`src/hdl/asc_pkg.sv`:
```
//----------------------------------------------------------------------
//----------------------------------------------------------------------
package asc_pkg;

    //------------------------------------------------------------------
    // Register offsets
    //------------------------------------------------------------------
    localparam logic [7:0] OSC_TRIM_WORD_ADDR   = 8'hf6;  // Trim register
    localparam logic [7:0] AUX_CONTROL_TWO_ADDR = 8'hf7;  // Control two
    localparam logic [7:0] AUX_CONTROL_ONE_ADDR = 8'hf8;  // Control one
    localparam logic [7:0] IRQ_STATUS_ADDR      = 8'hf9;  // Sticky events
    localparam logic [7:0] IRQ_MASK_ADDR        = 8'hfa;  // Event enables
    localparam logic [7:0] CONFIG_HIGH_ADDR     = 8'hfb;  // Config copy, read only

    //------------------------------------------------------------------
    // Field positions, control two
    //------------------------------------------------------------------
    localparam int WD_MODE_HI   = 7;  // Watchdog mode upper bit
    localparam int WD_MODE_LO   = 6;  // Watchdog mode lower bit
    localparam int PWR_SAVE_BIT = 5;  // Power save
    localparam int BANDGAP_BIT  = 4;  // Bandgap output
    localparam int EXT_DIV_BIT  = 3;  // Extended divide
    localparam int FWD_HI       = 2;  // Flash watchdog mode upper
    localparam int FWD_LO       = 1;  // Flash watchdog mode lower
    localparam int WIDE_BIT     = 0;  // Wide arithmetic

    //------------------------------------------------------------------
    // Field positions, control one
    //------------------------------------------------------------------
    localparam int WD_CLR_BIT   = 7;  // Watchdog clear
    localparam int TM3_CLR_BIT  = 6;  // Third timer clear
    localparam int PWM1_CLR_BIT = 5;  // First PWM clear
    localparam int CONV_BIT     = 4;  // Conversion start
    localparam int PWM2_CLR_BIT = 3;  // Second PWM clear
    localparam int T2_SEL_BIT   = 2;  // Second timer source
    localparam int T1_SEL_BIT   = 1;  // First timer source
    localparam int DPTR_BIT     = 0;  // Pointer select

    //------------------------------------------------------------------
    // Config high word and interrupt layout
    //------------------------------------------------------------------
    localparam int CODE_PROTECT_BIT     = 7;  // Code protect
    localparam int XRST_BIT     = 6;  // External reset enable
    localparam int POR_SEL_BIT  = 5;  // Detector duty select
    localparam int IRQ_FWD_BIT  = 0;  // Flash watchdog time-out event
    localparam int IRQ_ADC_BIT  = 1;  // Conversion done event
    localparam int IRQ_W        = 2;  // Event count

    //------------------------------------------------------------------
    // Reset values
    //------------------------------------------------------------------
    localparam logic [7:0]       CTRL_RST = 8'h00;  // Both controls
    localparam logic [IRQ_W-1:0] IRQ_RST  = 2'h0;   // Status and mask

    //------------------------------------------------------------------
    // Timing
    //------------------------------------------------------------------
    localparam int CLK_PERIOD_NS = 25;        // 40 MHz
    localparam int FWD_T1_NS     = 6900000;   // 6.9 ms
    localparam int FWD_T2_NS     = 27500000;  // 27.5 ms
    localparam int FWD_T3_NS     = 55000000;  // 55 ms
    localparam int POR_ON_NS     = 2000000;   // 2 ms
    localparam int POR_DUTY_DIV  = 8;         // One-eighth duty
    localparam int FWD_T1_CYC = (FWD_T1_NS + CLK_PERIOD_NS - 1) / CLK_PERIOD_NS;
    localparam int FWD_T2_CYC = (FWD_T2_NS + CLK_PERIOD_NS - 1) / CLK_PERIOD_NS;
    localparam int FWD_T3_CYC = (FWD_T3_NS + CLK_PERIOD_NS - 1) / CLK_PERIOD_NS;
    localparam int POR_ON_CYC = POR_ON_NS / CLK_PERIOD_NS;
    localparam int CNT_W      = 22;  // Wide enough for longest count

    //------------------------------------------------------------------
    // CPU power modes
    //------------------------------------------------------------------
    typedef enum logic [2:0] {
        MODE_FAST,
        MODE_SLOW,
        MODE_IDLE,
        MODE_HALT,
        MODE_STOP
    } asc_mode_t;

endpackage

```
`src/hdl/asc_regs.sv`:
```
`timescale 1ns/100ps
module asc_regs #(
    parameter int FWD_T1_CYC = asc_pkg::FWD_T1_CYC,  // Flash watchdog 6.9 ms
    parameter int FWD_T2_CYC = asc_pkg::FWD_T2_CYC,  // Flash watchdog 27.5 ms
    parameter int FWD_T3_CYC = asc_pkg::FWD_T3_CYC,  // Flash watchdog 55 ms
    parameter int POR_ON_CYC = asc_pkg::POR_ON_CYC   // Detector on-time
) (
    // Clock and reset
    input  wire logic       CLOCK,
    input  wire logic       SYS_RST,
    // Register port
    input  wire logic [7:0] ADDR,
    input  wire logic [7:0] WDATA,
    input  wire logic       WR,
    input  wire logic       RD,
    output logic      [7:0] RDATA,
    // Non-volatile configuration words
    input  wire logic [7:0] CFG_TRIM_WORD,
    input  wire logic [7:0] CFG_HIGH_WORD,
    // Device status inputs
    input  wire asc_pkg::asc_mode_t CPU_MODE,
    input  wire logic       FLASH_WRITE_BUSY,
    input  wire logic       ADC_DONE,
    input  wire logic       FIRST_TIMER_COUNTER_MODE,
    input  wire logic       SECOND_TIMER_COUNTER_MODE,
    input  wire logic       FIRST_TIMER_PIN,
    input  wire logic       SECOND_TIMER_PIN,
    input  wire logic       SLOW_CLOCK_DIV16,
    input  wire logic       EXT_RESET_PIN_N,
    input  wire logic       POR_POWER_DOWN,
    // Control outputs
    output logic      [6:0] RC_FREQ_TRIM,
    output logic            WD_ACTIVE,
    output logic            LOW_POWER_ACTIVE,
    output logic            BANDGAP_PIN_OUT,
    output logic            WIDE_ARITH_SEL,
    output logic            EXTENDED_DIVIDE,
    output logic            WD_CLEAR,
    output logic            THIRD_TIMER_CLEAR,
    output logic            FIRST_PWM_CLEAR,
    output logic            SECOND_PWM_CLEAR,
    output logic            CONVERSION_START,
    output logic            FIRST_TIMER_COUNT_IN,
    output logic            SECOND_TIMER_COUNT_IN,
    output logic            POINTER_SELECT,
    output logic            FLASH_WD_TIMEOUT,
    output logic            CODE_PROTECT,
    output logic            EXT_RESET_REQ,
    output logic            POR_DETECT_EN,
    output logic            IRQ
);

    //------------------------------------------------------------------
    // Storage
    //------------------------------------------------------------------
    logic [6:0]                 trim_r;         // Oscillator trim
    logic [7:0]                 ctl2_r;         // Control two
    logic [7:0]                 ctl1_r;         // Control one
    logic [7:0]                 cfg_hi_r;       // Config high copy
    logic                       load_pend_r;    // Config load pending
    logic [asc_pkg::IRQ_W-1:0]  irq_stat_r;     // Sticky events
    logic [asc_pkg::IRQ_W-1:0]  irq_mask_r;     // Event enables
    logic [asc_pkg::IRQ_W-1:0]  irq_ev;         // Event pulses
    logic [asc_pkg::CNT_W-1:0]  fwd_cnt_r;      // Flash watchdog count
    logic [asc_pkg::CNT_W-1:0]  fwd_lim;        // Selected limit
    logic                       fwd_to_r;       // Flash watchdog expired
    logic                       fwd_hit;        // Expiry this cycle
    logic [asc_pkg::CNT_W-1:0]  por_cnt_r;      // Detector duty count
    logic                       run_mode;       // Fast or slow
    logic                       wr_t2;          // Write control two
    logic                       wr_t1;          // Write control one

    //------------------------------------------------------------------
    // Decode helpers
    //------------------------------------------------------------------
    assign run_mode = (CPU_MODE == asc_pkg::MODE_FAST) || (CPU_MODE == asc_pkg::MODE_SLOW);
    assign wr_t2    = WR && (ADDR == asc_pkg::AUX_CONTROL_TWO_ADDR);
    assign wr_t1    = WR && (ADDR == asc_pkg::AUX_CONTROL_ONE_ADDR);

    //------------------------------------------------------------------
    // Configuration capture and trim register
    //------------------------------------------------------------------
    // Config words are caught on the first edge after reset release
    always_ff @(posedge CLOCK) begin
        if (SYS_RST) begin
            load_pend_r <= 1'b1;
            trim_r      <= 7'h00;
            cfg_hi_r    <= 8'h00;
        end else if (load_pend_r) begin
            load_pend_r <= 1'b0;
            trim_r      <= CFG_TRIM_WORD[6:0];
            cfg_hi_r    <= CFG_HIGH_WORD;
        end else if (WR && (ADDR == asc_pkg::OSC_TRIM_WORD_ADDR)) begin
            trim_r      <= WDATA[6:0];
        end
    end

    //------------------------------------------------------------------
    // Control two: plain read/write
    //------------------------------------------------------------------
    always_ff @(posedge CLOCK) begin
        if (SYS_RST) begin
            ctl2_r <= asc_pkg::CTRL_RST;
        end else if (wr_t2) begin
            ctl2_r <= WDATA;
        end
    end

    //------------------------------------------------------------------
    // Control one: self-clearing strobes, held clears, start bit
    //------------------------------------------------------------------
    always_ff @(posedge CLOCK) begin
        if (SYS_RST) begin
            ctl1_r <= asc_pkg::CTRL_RST;
        end else begin
            // Strobes drop one cycle after being set
            ctl1_r[asc_pkg::WD_CLR_BIT]  <= wr_t1 && WDATA[asc_pkg::WD_CLR_BIT];
            ctl1_r[asc_pkg::TM3_CLR_BIT] <= wr_t1 && WDATA[asc_pkg::TM3_CLR_BIT];
            if (wr_t1) begin
                ctl1_r[asc_pkg::PWM1_CLR_BIT] <= WDATA[asc_pkg::PWM1_CLR_BIT];
                ctl1_r[asc_pkg::PWM2_CLR_BIT] <= WDATA[asc_pkg::PWM2_CLR_BIT];
                ctl1_r[asc_pkg::T2_SEL_BIT]   <= WDATA[asc_pkg::T2_SEL_BIT];
                ctl1_r[asc_pkg::T1_SEL_BIT]   <= WDATA[asc_pkg::T1_SEL_BIT];
                ctl1_r[asc_pkg::DPTR_BIT]     <= WDATA[asc_pkg::DPTR_BIT];
            end
            // Start bit: a write wins over a done in the same cycle
            if (wr_t1) begin
                ctl1_r[asc_pkg::CONV_BIT] <= WDATA[asc_pkg::CONV_BIT];
            end else if (ADC_DONE) begin
                ctl1_r[asc_pkg::CONV_BIT] <= 1'b0;
            end
        end
    end

    //------------------------------------------------------------------
    // Flash-write watchdog
    //------------------------------------------------------------------
    // Limit from the mode field; zero mode disables
    always_comb begin
        case (ctl2_r[asc_pkg::FWD_HI:asc_pkg::FWD_LO])
            2'h1:    fwd_lim = asc_pkg::CNT_W'(FWD_T1_CYC);
            2'h2:    fwd_lim = asc_pkg::CNT_W'(FWD_T2_CYC);
            2'h3:    fwd_lim = asc_pkg::CNT_W'(FWD_T3_CYC);
            default: fwd_lim = '0;
        endcase
    end

    assign fwd_hit = FLASH_WRITE_BUSY && (fwd_lim != '0) && !fwd_to_r &&
                     (fwd_cnt_r == fwd_lim - 1'b1);

    // Counts while a flash write is busy, flag holds until it ends
    always_ff @(posedge CLOCK) begin
        if (SYS_RST || !FLASH_WRITE_BUSY || (fwd_lim == '0)) begin
            fwd_cnt_r <= '0;
            fwd_to_r  <= 1'b0;
        end else if (fwd_hit) begin
            fwd_to_r  <= 1'b1;
        end else if (!fwd_to_r) begin
            fwd_cnt_r <= fwd_cnt_r + 1'b1;
        end
    end

    //------------------------------------------------------------------
    // Reset detector duty cycle
    //------------------------------------------------------------------
    // Free-running period of eight on-times
    always_ff @(posedge CLOCK) begin
        if (SYS_RST || (por_cnt_r == asc_pkg::CNT_W'(POR_ON_CYC * asc_pkg::POR_DUTY_DIV - 1))) begin
            por_cnt_r <= '0;
        end else begin
            por_cnt_r <= por_cnt_r + 1'b1;
        end
    end

    //------------------------------------------------------------------
    // Interrupt status and mask
    //------------------------------------------------------------------
    always_comb begin
        irq_ev                       = '0;
        irq_ev[asc_pkg::IRQ_FWD_BIT] = fwd_hit;
        irq_ev[asc_pkg::IRQ_ADC_BIT] = ADC_DONE;
    end

    // Write one clears; a new event wins over the clear
    always_ff @(posedge CLOCK) begin
        if (SYS_RST) begin
            irq_stat_r <= asc_pkg::IRQ_RST;
        end else if (WR && (ADDR == asc_pkg::IRQ_STATUS_ADDR)) begin
            irq_stat_r <= (irq_stat_r & ~WDATA[asc_pkg::IRQ_W-1:0]) | irq_ev;
        end else begin
            irq_stat_r <= irq_stat_r | irq_ev;
        end
    end

    // Mask register
    always_ff @(posedge CLOCK) begin
        if (SYS_RST) begin
            irq_mask_r <= asc_pkg::IRQ_RST;
        end else if (WR && (ADDR == asc_pkg::IRQ_MASK_ADDR)) begin
            irq_mask_r <= WDATA[asc_pkg::IRQ_W-1:0];
        end
    end

    //------------------------------------------------------------------
    // Read port
    //------------------------------------------------------------------
    // Data one cycle after the strobe, zero otherwise and when unmapped
    always_ff @(posedge CLOCK) begin
        if (SYS_RST || !RD) begin
            RDATA <= 8'h00;
        end else if (ADDR == asc_pkg::OSC_TRIM_WORD_ADDR) begin
            RDATA <= {1'b0, trim_r};
        end else if (ADDR == asc_pkg::AUX_CONTROL_TWO_ADDR) begin
            RDATA <= ctl2_r;
        end else if (ADDR == asc_pkg::AUX_CONTROL_ONE_ADDR) begin
            RDATA <= ctl1_r;
        end else if (ADDR == asc_pkg::IRQ_STATUS_ADDR) begin
            RDATA <= {6'h00, irq_stat_r};
        end else if (ADDR == asc_pkg::IRQ_MASK_ADDR) begin
            RDATA <= {6'h00, irq_mask_r};
        end else if (ADDR == asc_pkg::CONFIG_HIGH_ADDR) begin
            RDATA <= {cfg_hi_r[7:5], 5'h00};
        end else begin
            RDATA <= 8'h00;
        end
    end

    //------------------------------------------------------------------
    // Registered control outputs
    //------------------------------------------------------------------
    always_ff @(posedge CLOCK) begin
        if (SYS_RST) begin
            RC_FREQ_TRIM      <= 7'h00;
            WD_ACTIVE         <= 1'b0;
            LOW_POWER_ACTIVE  <= 1'b0;
            BANDGAP_PIN_OUT   <= 1'b0;
            WIDE_ARITH_SEL    <= 1'b0;
            EXTENDED_DIVIDE   <= 1'b0;
            FIRST_PWM_CLEAR   <= 1'b0;
            SECOND_PWM_CLEAR  <= 1'b0;
            POINTER_SELECT    <= 1'b0;
            FLASH_WD_TIMEOUT  <= 1'b0;
            IRQ               <= 1'b0;
        end else begin
            RC_FREQ_TRIM      <= trim_r;
            // Upper bit off disables; lower bit picks always or run-only
            WD_ACTIVE         <= ctl2_r[asc_pkg::WD_MODE_HI] &&
                                 (ctl2_r[asc_pkg::WD_MODE_LO] || run_mode);
            LOW_POWER_ACTIVE  <= ctl2_r[asc_pkg::PWR_SAVE_BIT] && !run_mode;
            BANDGAP_PIN_OUT   <= ctl2_r[asc_pkg::BANDGAP_BIT];
            WIDE_ARITH_SEL    <= ctl2_r[asc_pkg::WIDE_BIT];
            EXTENDED_DIVIDE   <= ctl2_r[asc_pkg::WIDE_BIT] && ctl2_r[asc_pkg::EXT_DIV_BIT];
            FIRST_PWM_CLEAR   <= ctl1_r[asc_pkg::PWM1_CLR_BIT];
            SECOND_PWM_CLEAR  <= ctl1_r[asc_pkg::PWM2_CLR_BIT];
            POINTER_SELECT    <= ctl1_r[asc_pkg::DPTR_BIT];
            FLASH_WD_TIMEOUT  <= fwd_to_r;
            IRQ               <= |(irq_stat_r & irq_mask_r);
        end
    end

    //------------------------------------------------------------------
    // Strobes, counter sources, config-driven outputs
    //------------------------------------------------------------------
    always_ff @(posedge CLOCK) begin
        if (SYS_RST) begin
            WD_CLEAR              <= 1'b0;
            THIRD_TIMER_CLEAR     <= 1'b0;
            CONVERSION_START      <= 1'b0;
            FIRST_TIMER_COUNT_IN  <= 1'b0;
            SECOND_TIMER_COUNT_IN <= 1'b0;
            CODE_PROTECT          <= 1'b0;
            EXT_RESET_REQ         <= 1'b0;
            POR_DETECT_EN         <= 1'b1;
        end else begin
            WD_CLEAR          <= wr_t1 && WDATA[asc_pkg::WD_CLR_BIT];
            THIRD_TIMER_CLEAR <= wr_t1 && WDATA[asc_pkg::TM3_CLR_BIT];
            CONVERSION_START  <= wr_t1 && WDATA[asc_pkg::CONV_BIT];
            // Counter input only in counter mode
            FIRST_TIMER_COUNT_IN <= FIRST_TIMER_COUNTER_MODE &&
                (ctl1_r[asc_pkg::T1_SEL_BIT] ? SLOW_CLOCK_DIV16 : FIRST_TIMER_PIN);
            SECOND_TIMER_COUNT_IN <= SECOND_TIMER_COUNTER_MODE &&
                (ctl1_r[asc_pkg::T2_SEL_BIT] ? SLOW_CLOCK_DIV16 : SECOND_TIMER_PIN);
            CODE_PROTECT  <= cfg_hi_r[asc_pkg::CODE_PROTECT_BIT];
            EXT_RESET_REQ <= cfg_hi_r[asc_pkg::XRST_BIT] && !EXT_RESET_PIN_N;
            // Power-down turns the detector off
            POR_DETECT_EN <= !POR_POWER_DOWN && (!cfg_hi_r[asc_pkg::POR_SEL_BIT] ||
                             (por_cnt_r < asc_pkg::CNT_W'(POR_ON_CYC)));
        end
    end
endmodule

```
`config.mk`:
```
export PLATFORM = sky130hd
export DESIGN_NAME = asc_regs
export DESIGN_NICKNAME = d
export VERILOG_FILES = /design/src/hdl/asc_pkg.sv /design/src/hdl/asc_regs.sv
export SDC_FILE = /design/constraint.sdc
export NUM_CORES = 1
export LEC_CHECK = 0
export ABC_AREA = 1
export BUFFER_PORTS_ARGS = -buffer_cell sky130_fd_sc_hd__buf_2
export CORE_ASPECT_RATIO = 0.8
export CORE_UTILIZATION = 57
export CTS_BUF_LIST = sky130_fd_sc_hd__clkbuf_4 sky130_fd_sc_hd__clkbuf_8
export CTS_CLUSTER_DIAMETER = 30
export CTS_CLUSTER_SIZE = 12
export DETAILED_ROUTE_END_ITERATION = 7
export GPL_TIMING_DRIVEN = 1
export PLACE_DENSITY = 0.83
export SLEW_MARGIN = 20
export SYNTH_ARGS = -nofsm -noshare
export SYNTH_HDL_FRONTEND = slang
export SYNTH_SLANG_ARGS = --single-unit
export TNS_END_PERCENT = 5
```
`constraint.sdc`:
```
create_clock -name CLOCK -period 2.1 [get_ports CLOCK]
set_clock_uncertainty 0.1 [all_clocks]
set_input_delay 0.21 -clock CLOCK [delete_from_list [all_inputs] [get_ports CLOCK]]
set_output_delay 0.21 -clock CLOCK [all_outputs]
set_load 0.03 [all_outputs]
```
==> summary.md <==
| Metric | Value |
|---|---|
| Status | `finished, final reports clean` |
| CP Cell Sequence | `buf_4 -> ha_2 -> inv_1 -> nand2_1 -> nand2_1 -> nor2_1 -> nand3_1 -> nor2_4 -> nand2_4 -> nand2_4 -> nand2_1 -> a21oi_2` |
| Number of fill cells | `699` |
| Sequential-to-total area share from yosys stat | `40.8%` |
| Worst setup path start | `ctl2_r[1]$_SDFFE_PP0P_` |
| Drt wl/cell | `14.4 um` |
| R2R depth | `12` |
| Die H | `87.9 um` |
| DP Wirelength | `9910 um` |
| Max cap viols | `0` |
| Yosys Warn Count | `0` |
| Net Count, Synth | `798` |
| Remaining DRCs | `0` |
| Initial core utilization | `60.4%` |
| Largest net degree at the start of global routing | `26` |
| Worst min path class | `in -> reg` |
| Worst path depth | `12` |
| Placed Cells | `921` |
| Row cnt | `30` |
| Top post-synthesis cells by area | `dfxtp_1 (41%), nand2_1 (13%), nor2_1 (7.3%)` |
| Area leader, netlist | `dfxtp_1` |
| Peak supply drop | `0.547 mV` |
| GRT overflow | `0` |
| Yosys cell types | `41` |
| Nets | `886` |
| Final setup violating endpoints | `0` |
| DIE AREA | `0.00961 sq mm` |
| CP top delay family | `simple AND/OR/NAND/NOR gates` |
| Setup ws final | `0.129 ns` |
| Final Cycle Share | `93.9%` |
| Number of synthesized flops with an enable pin | `0` |
| CP Data Arrival Time | `2.18 ns` |
| TritonCTS Buffers | `9` |
| Die Span X | `109 um` |
| Placer congestion estimate | `0.970` |
| Critical Path Start Type | `flip-flop` |
| Latest clock arrival within the worst-skew pair | `0.37 ns` |
| Clk buf depth | `2` |
| Flop2flop setup slack | `0.13 ns` |
| Critical Path Max Stage Delay | `0.39 ns` |
| Post-Syn Area | `0.00526 sq mm` |
| Number of global-route vias before repair | `4812` |
| CP Buf/Inv Count | `2` |
| Final Instance Count excl. Fillers | `948` |
| Crit Path Category | `reg -> reg` |
| CP required | `2.31 ns` |
| Clk slew on worst S/H paths | `0.09 ns` |
| Top-area cell type share of the netlist area | `40.8%` |
| Ports | `81` |
| Max-slew headroom | `71.6%` |
| Share of cells above drive strength 1 | `19.3%` |
| Number of DRC markers in iteration 0 | `532` |
| H-tree levels | `3` |
| Worst Setup End Kind | `flip-flop` |
| Synth top cells by count | `nand2_1 (184), dfxtp_1 (107), nor2_1 (102)` |
| Min cycle time layout | `1.97 ns` |
| Antenna violations before repair | `0` |
| CTS sink cnt | `107` |
| Vias per cell | `5.59` |
| Ant. Diodes | `0` |
| Leak | `2.46 nW` |
| Number of post-CTS setup repair buffers | `0` |
| Routed Wire Length | `13600 um` |
| First-pass GRT wire length | `22100 um` |
| Via count | `5303` |
| CP max FO | `11` |
| GRT Total Usage | `29.4%` |
| CTS tree | `built` |
| R2r startpoint | `ctl2_r[1]$_SDFFE_PP0P_` |
| Power Density | `587 mW/mm^2` |
| DRT antenna net count | `0` |
| Fin. max-slew vios | `0` |
| Ys async rst share | `0%` |
| Max Freq | `0.507 GHz` |
| Area growth from synthesis to layout | `16.8%` |
| Slew @ Worst Pin | `0.424 ns` |
| Critical-path top delay cell | `dfxtp_1` |
| Cell with the most instances on the worst path | `nand2_1` |
| Number of synthesized register bits | `107` |
| Most frequent cell after synthesis | `nand2_1` |
| Cells after synthesis | `743` |
| Worst Setup EP | `fwd_cnt_r[2]$_SDFFE_PP0P_` |
| Worst R2R End | `fwd_cnt_r[2]$_SDFFE_PP0P_` |
| Root Buffer | `clkbuf_8` |
| Top_reg_cell synth | `dfxtp_1` |
| Core ar. | `0.00871 sq mm` |
| Post-place setup slack | `0.00150 ns` |
| IO buf count | `73` |
| TritonRoute pass-1 iters | `6` |
| Synth Area per Inst | `7.07 sq um` |
| Final hold vios | `0` |
| RSZ-0062 raised after global routing | `yes` |
==> final cells by class <==
| type | instances | area (sq um) | area share [%] |
|---|---|---|---|
| inverter | 81 | 308 | 5.01 |
| tap | 112 | 140 | 2.28 |
| clock inverter | 3 | 46.3 | 0.754 |
| clock buffer | 13 | 166 | 2.71 |
| sequential | 107 | 2140 | 34.9 |
| multi-input combinational | 535 | 2750 | 44.7 |
| timing repair buffer | 97 | 591 | 9.62 |
==> metrics by stage <==
stage / setup TNS, ns / util, % / cell area [sq um] / total power [mW] / hold WS, ns
CTS: -0.0157 / 69.9 / 6080 / 3.63 / 0.00508
floorplan: 0 / - / 5260 / 2.22 / 0.138
finish: 0 / 70.5 / 6140 / 3.60 / 0.0179
global placement: 0 / 66.2 / 5760 / 2.30 / 0.277
detailed placement: 0 / 66.2 / 5760 / 2.31 / 0.280
global route: -0.0933 / 70.5 / 6140 / 3.73 / 0.00937
==> sequential cells by signal, summed over array words and instances, names as in the netlist, 2 cells and up <==
| register | cells |
|---|---|
| ctl2_r | 8 |
| cfg_hi_r | 3 |
| irq_stat_r | 2 |
| RC_FREQ_TRIM | 7 |
| RDATA | 8 |
| trim_r | 7 |
| irq_mask_r | 2 |
| ctl1_r | 8 |
| por_cnt_r | 22 |
| fwd_cnt_r | 22 |
==> repair_timing <==
| action | CTS | global route |
|---|---|---|
| gates resized for setup | 1 | 12 |
| endpoints found under the hold margin | 8 | 0 |
| pin swaps | 0 | 0 |
| hold buffers | 10 | 0 |
| setup endpoints to repair | 13 | 24 |
| gates cloned | 0 | 1 |
==> kinds of logic (layout without fill, tap and decap cells) <==
| logic type | count (synthesis) | count (layout) | share of synthesized area, % |
|---|---|---|---|
| buffers and inverters | 102 | 194 | 8.02 |
| and+or+nand+nor | 401 | 402 | 33.5 |
| xor gates and xnor gates | 20 | 20 | 3.33 |
| AOI/OAI and AO/OA | 106 | 106 | 12.7 |
| adders and majority gates | 7 | 7 | 1.67 |
| DFF | 107 | 107 | 40.8 |
==> layout by cell type, fill, tap and decap left out, types with 15 or more instances in the layout <==
cell / synthesis / routed
nand2_1: 184 / 184
dfxtp_1: 107 / 106
nor2_1: 102 / 101
inv_1: 76 / 74
buf_2: 5 / 73
nand3_1: 51 / 51
a21oi_1: 36 / 36
o21ai_0: 24 / 24
a21oi_2: 20 / 20
nor3_1: 17 / 17
nand4_1: 15 / 15
==> power by group <==
group	internal, mW	switching (mW)	total [mW]
Combinational	0.0771	0.130	0.207
Clock	0.646	0.678	1.32
Sequential	2.06	0.0152	2.07
Total	2.78	0.823	3.60
==> layer usage <==
metal | vias to the layer above | wire length (um) | GRT usage (%)
li1 | 2575 | - | -
met5 | - | 0 | 0
met4 | 0 | 248 | 8.73
met2 | 272 | 6050 | 46.9
met1 | 2427 | 5870 | 39.8
met3 | 29 | 1450 | 6.70
==> worst min-delay path by stage <==
| stage | startpoint | endpoint | depth (start not counted) |
|---|---|---|---|
| 6_report | CFG_TRIM_WORD[4] | trim_r[4]$_SDFFE_PP0P_ | 3 |
| 5_1_grt | CFG_TRIM_WORD[5] | trim_r[5]$_SDFFE_PP0P_ | 3 |
| 4_1_cts | CFG_TRIM_WORD[4] | trim_r[4]$_SDFFE_PP0P_ | 3 |
| 3_5_place_dp | EXT_RESET_PIN_N | EXT_RESET_REQ$_SDFF_PP0_ | 2 |
| 3_3_place_gp | EXT_RESET_PIN_N | EXT_RESET_REQ$_SDFF_PP0_ | 2 |
| 2_1_floorplan | SYS_RST | load_pend_r$_DFF_P_ | 0 |
==> worst min-delay path, stage by stage <==
cell	delay, ns
buf_2	0.10
nand2_1	0.06
a31oi_1	0.07
Note: power is estimated with default switching activity, not from simulation.
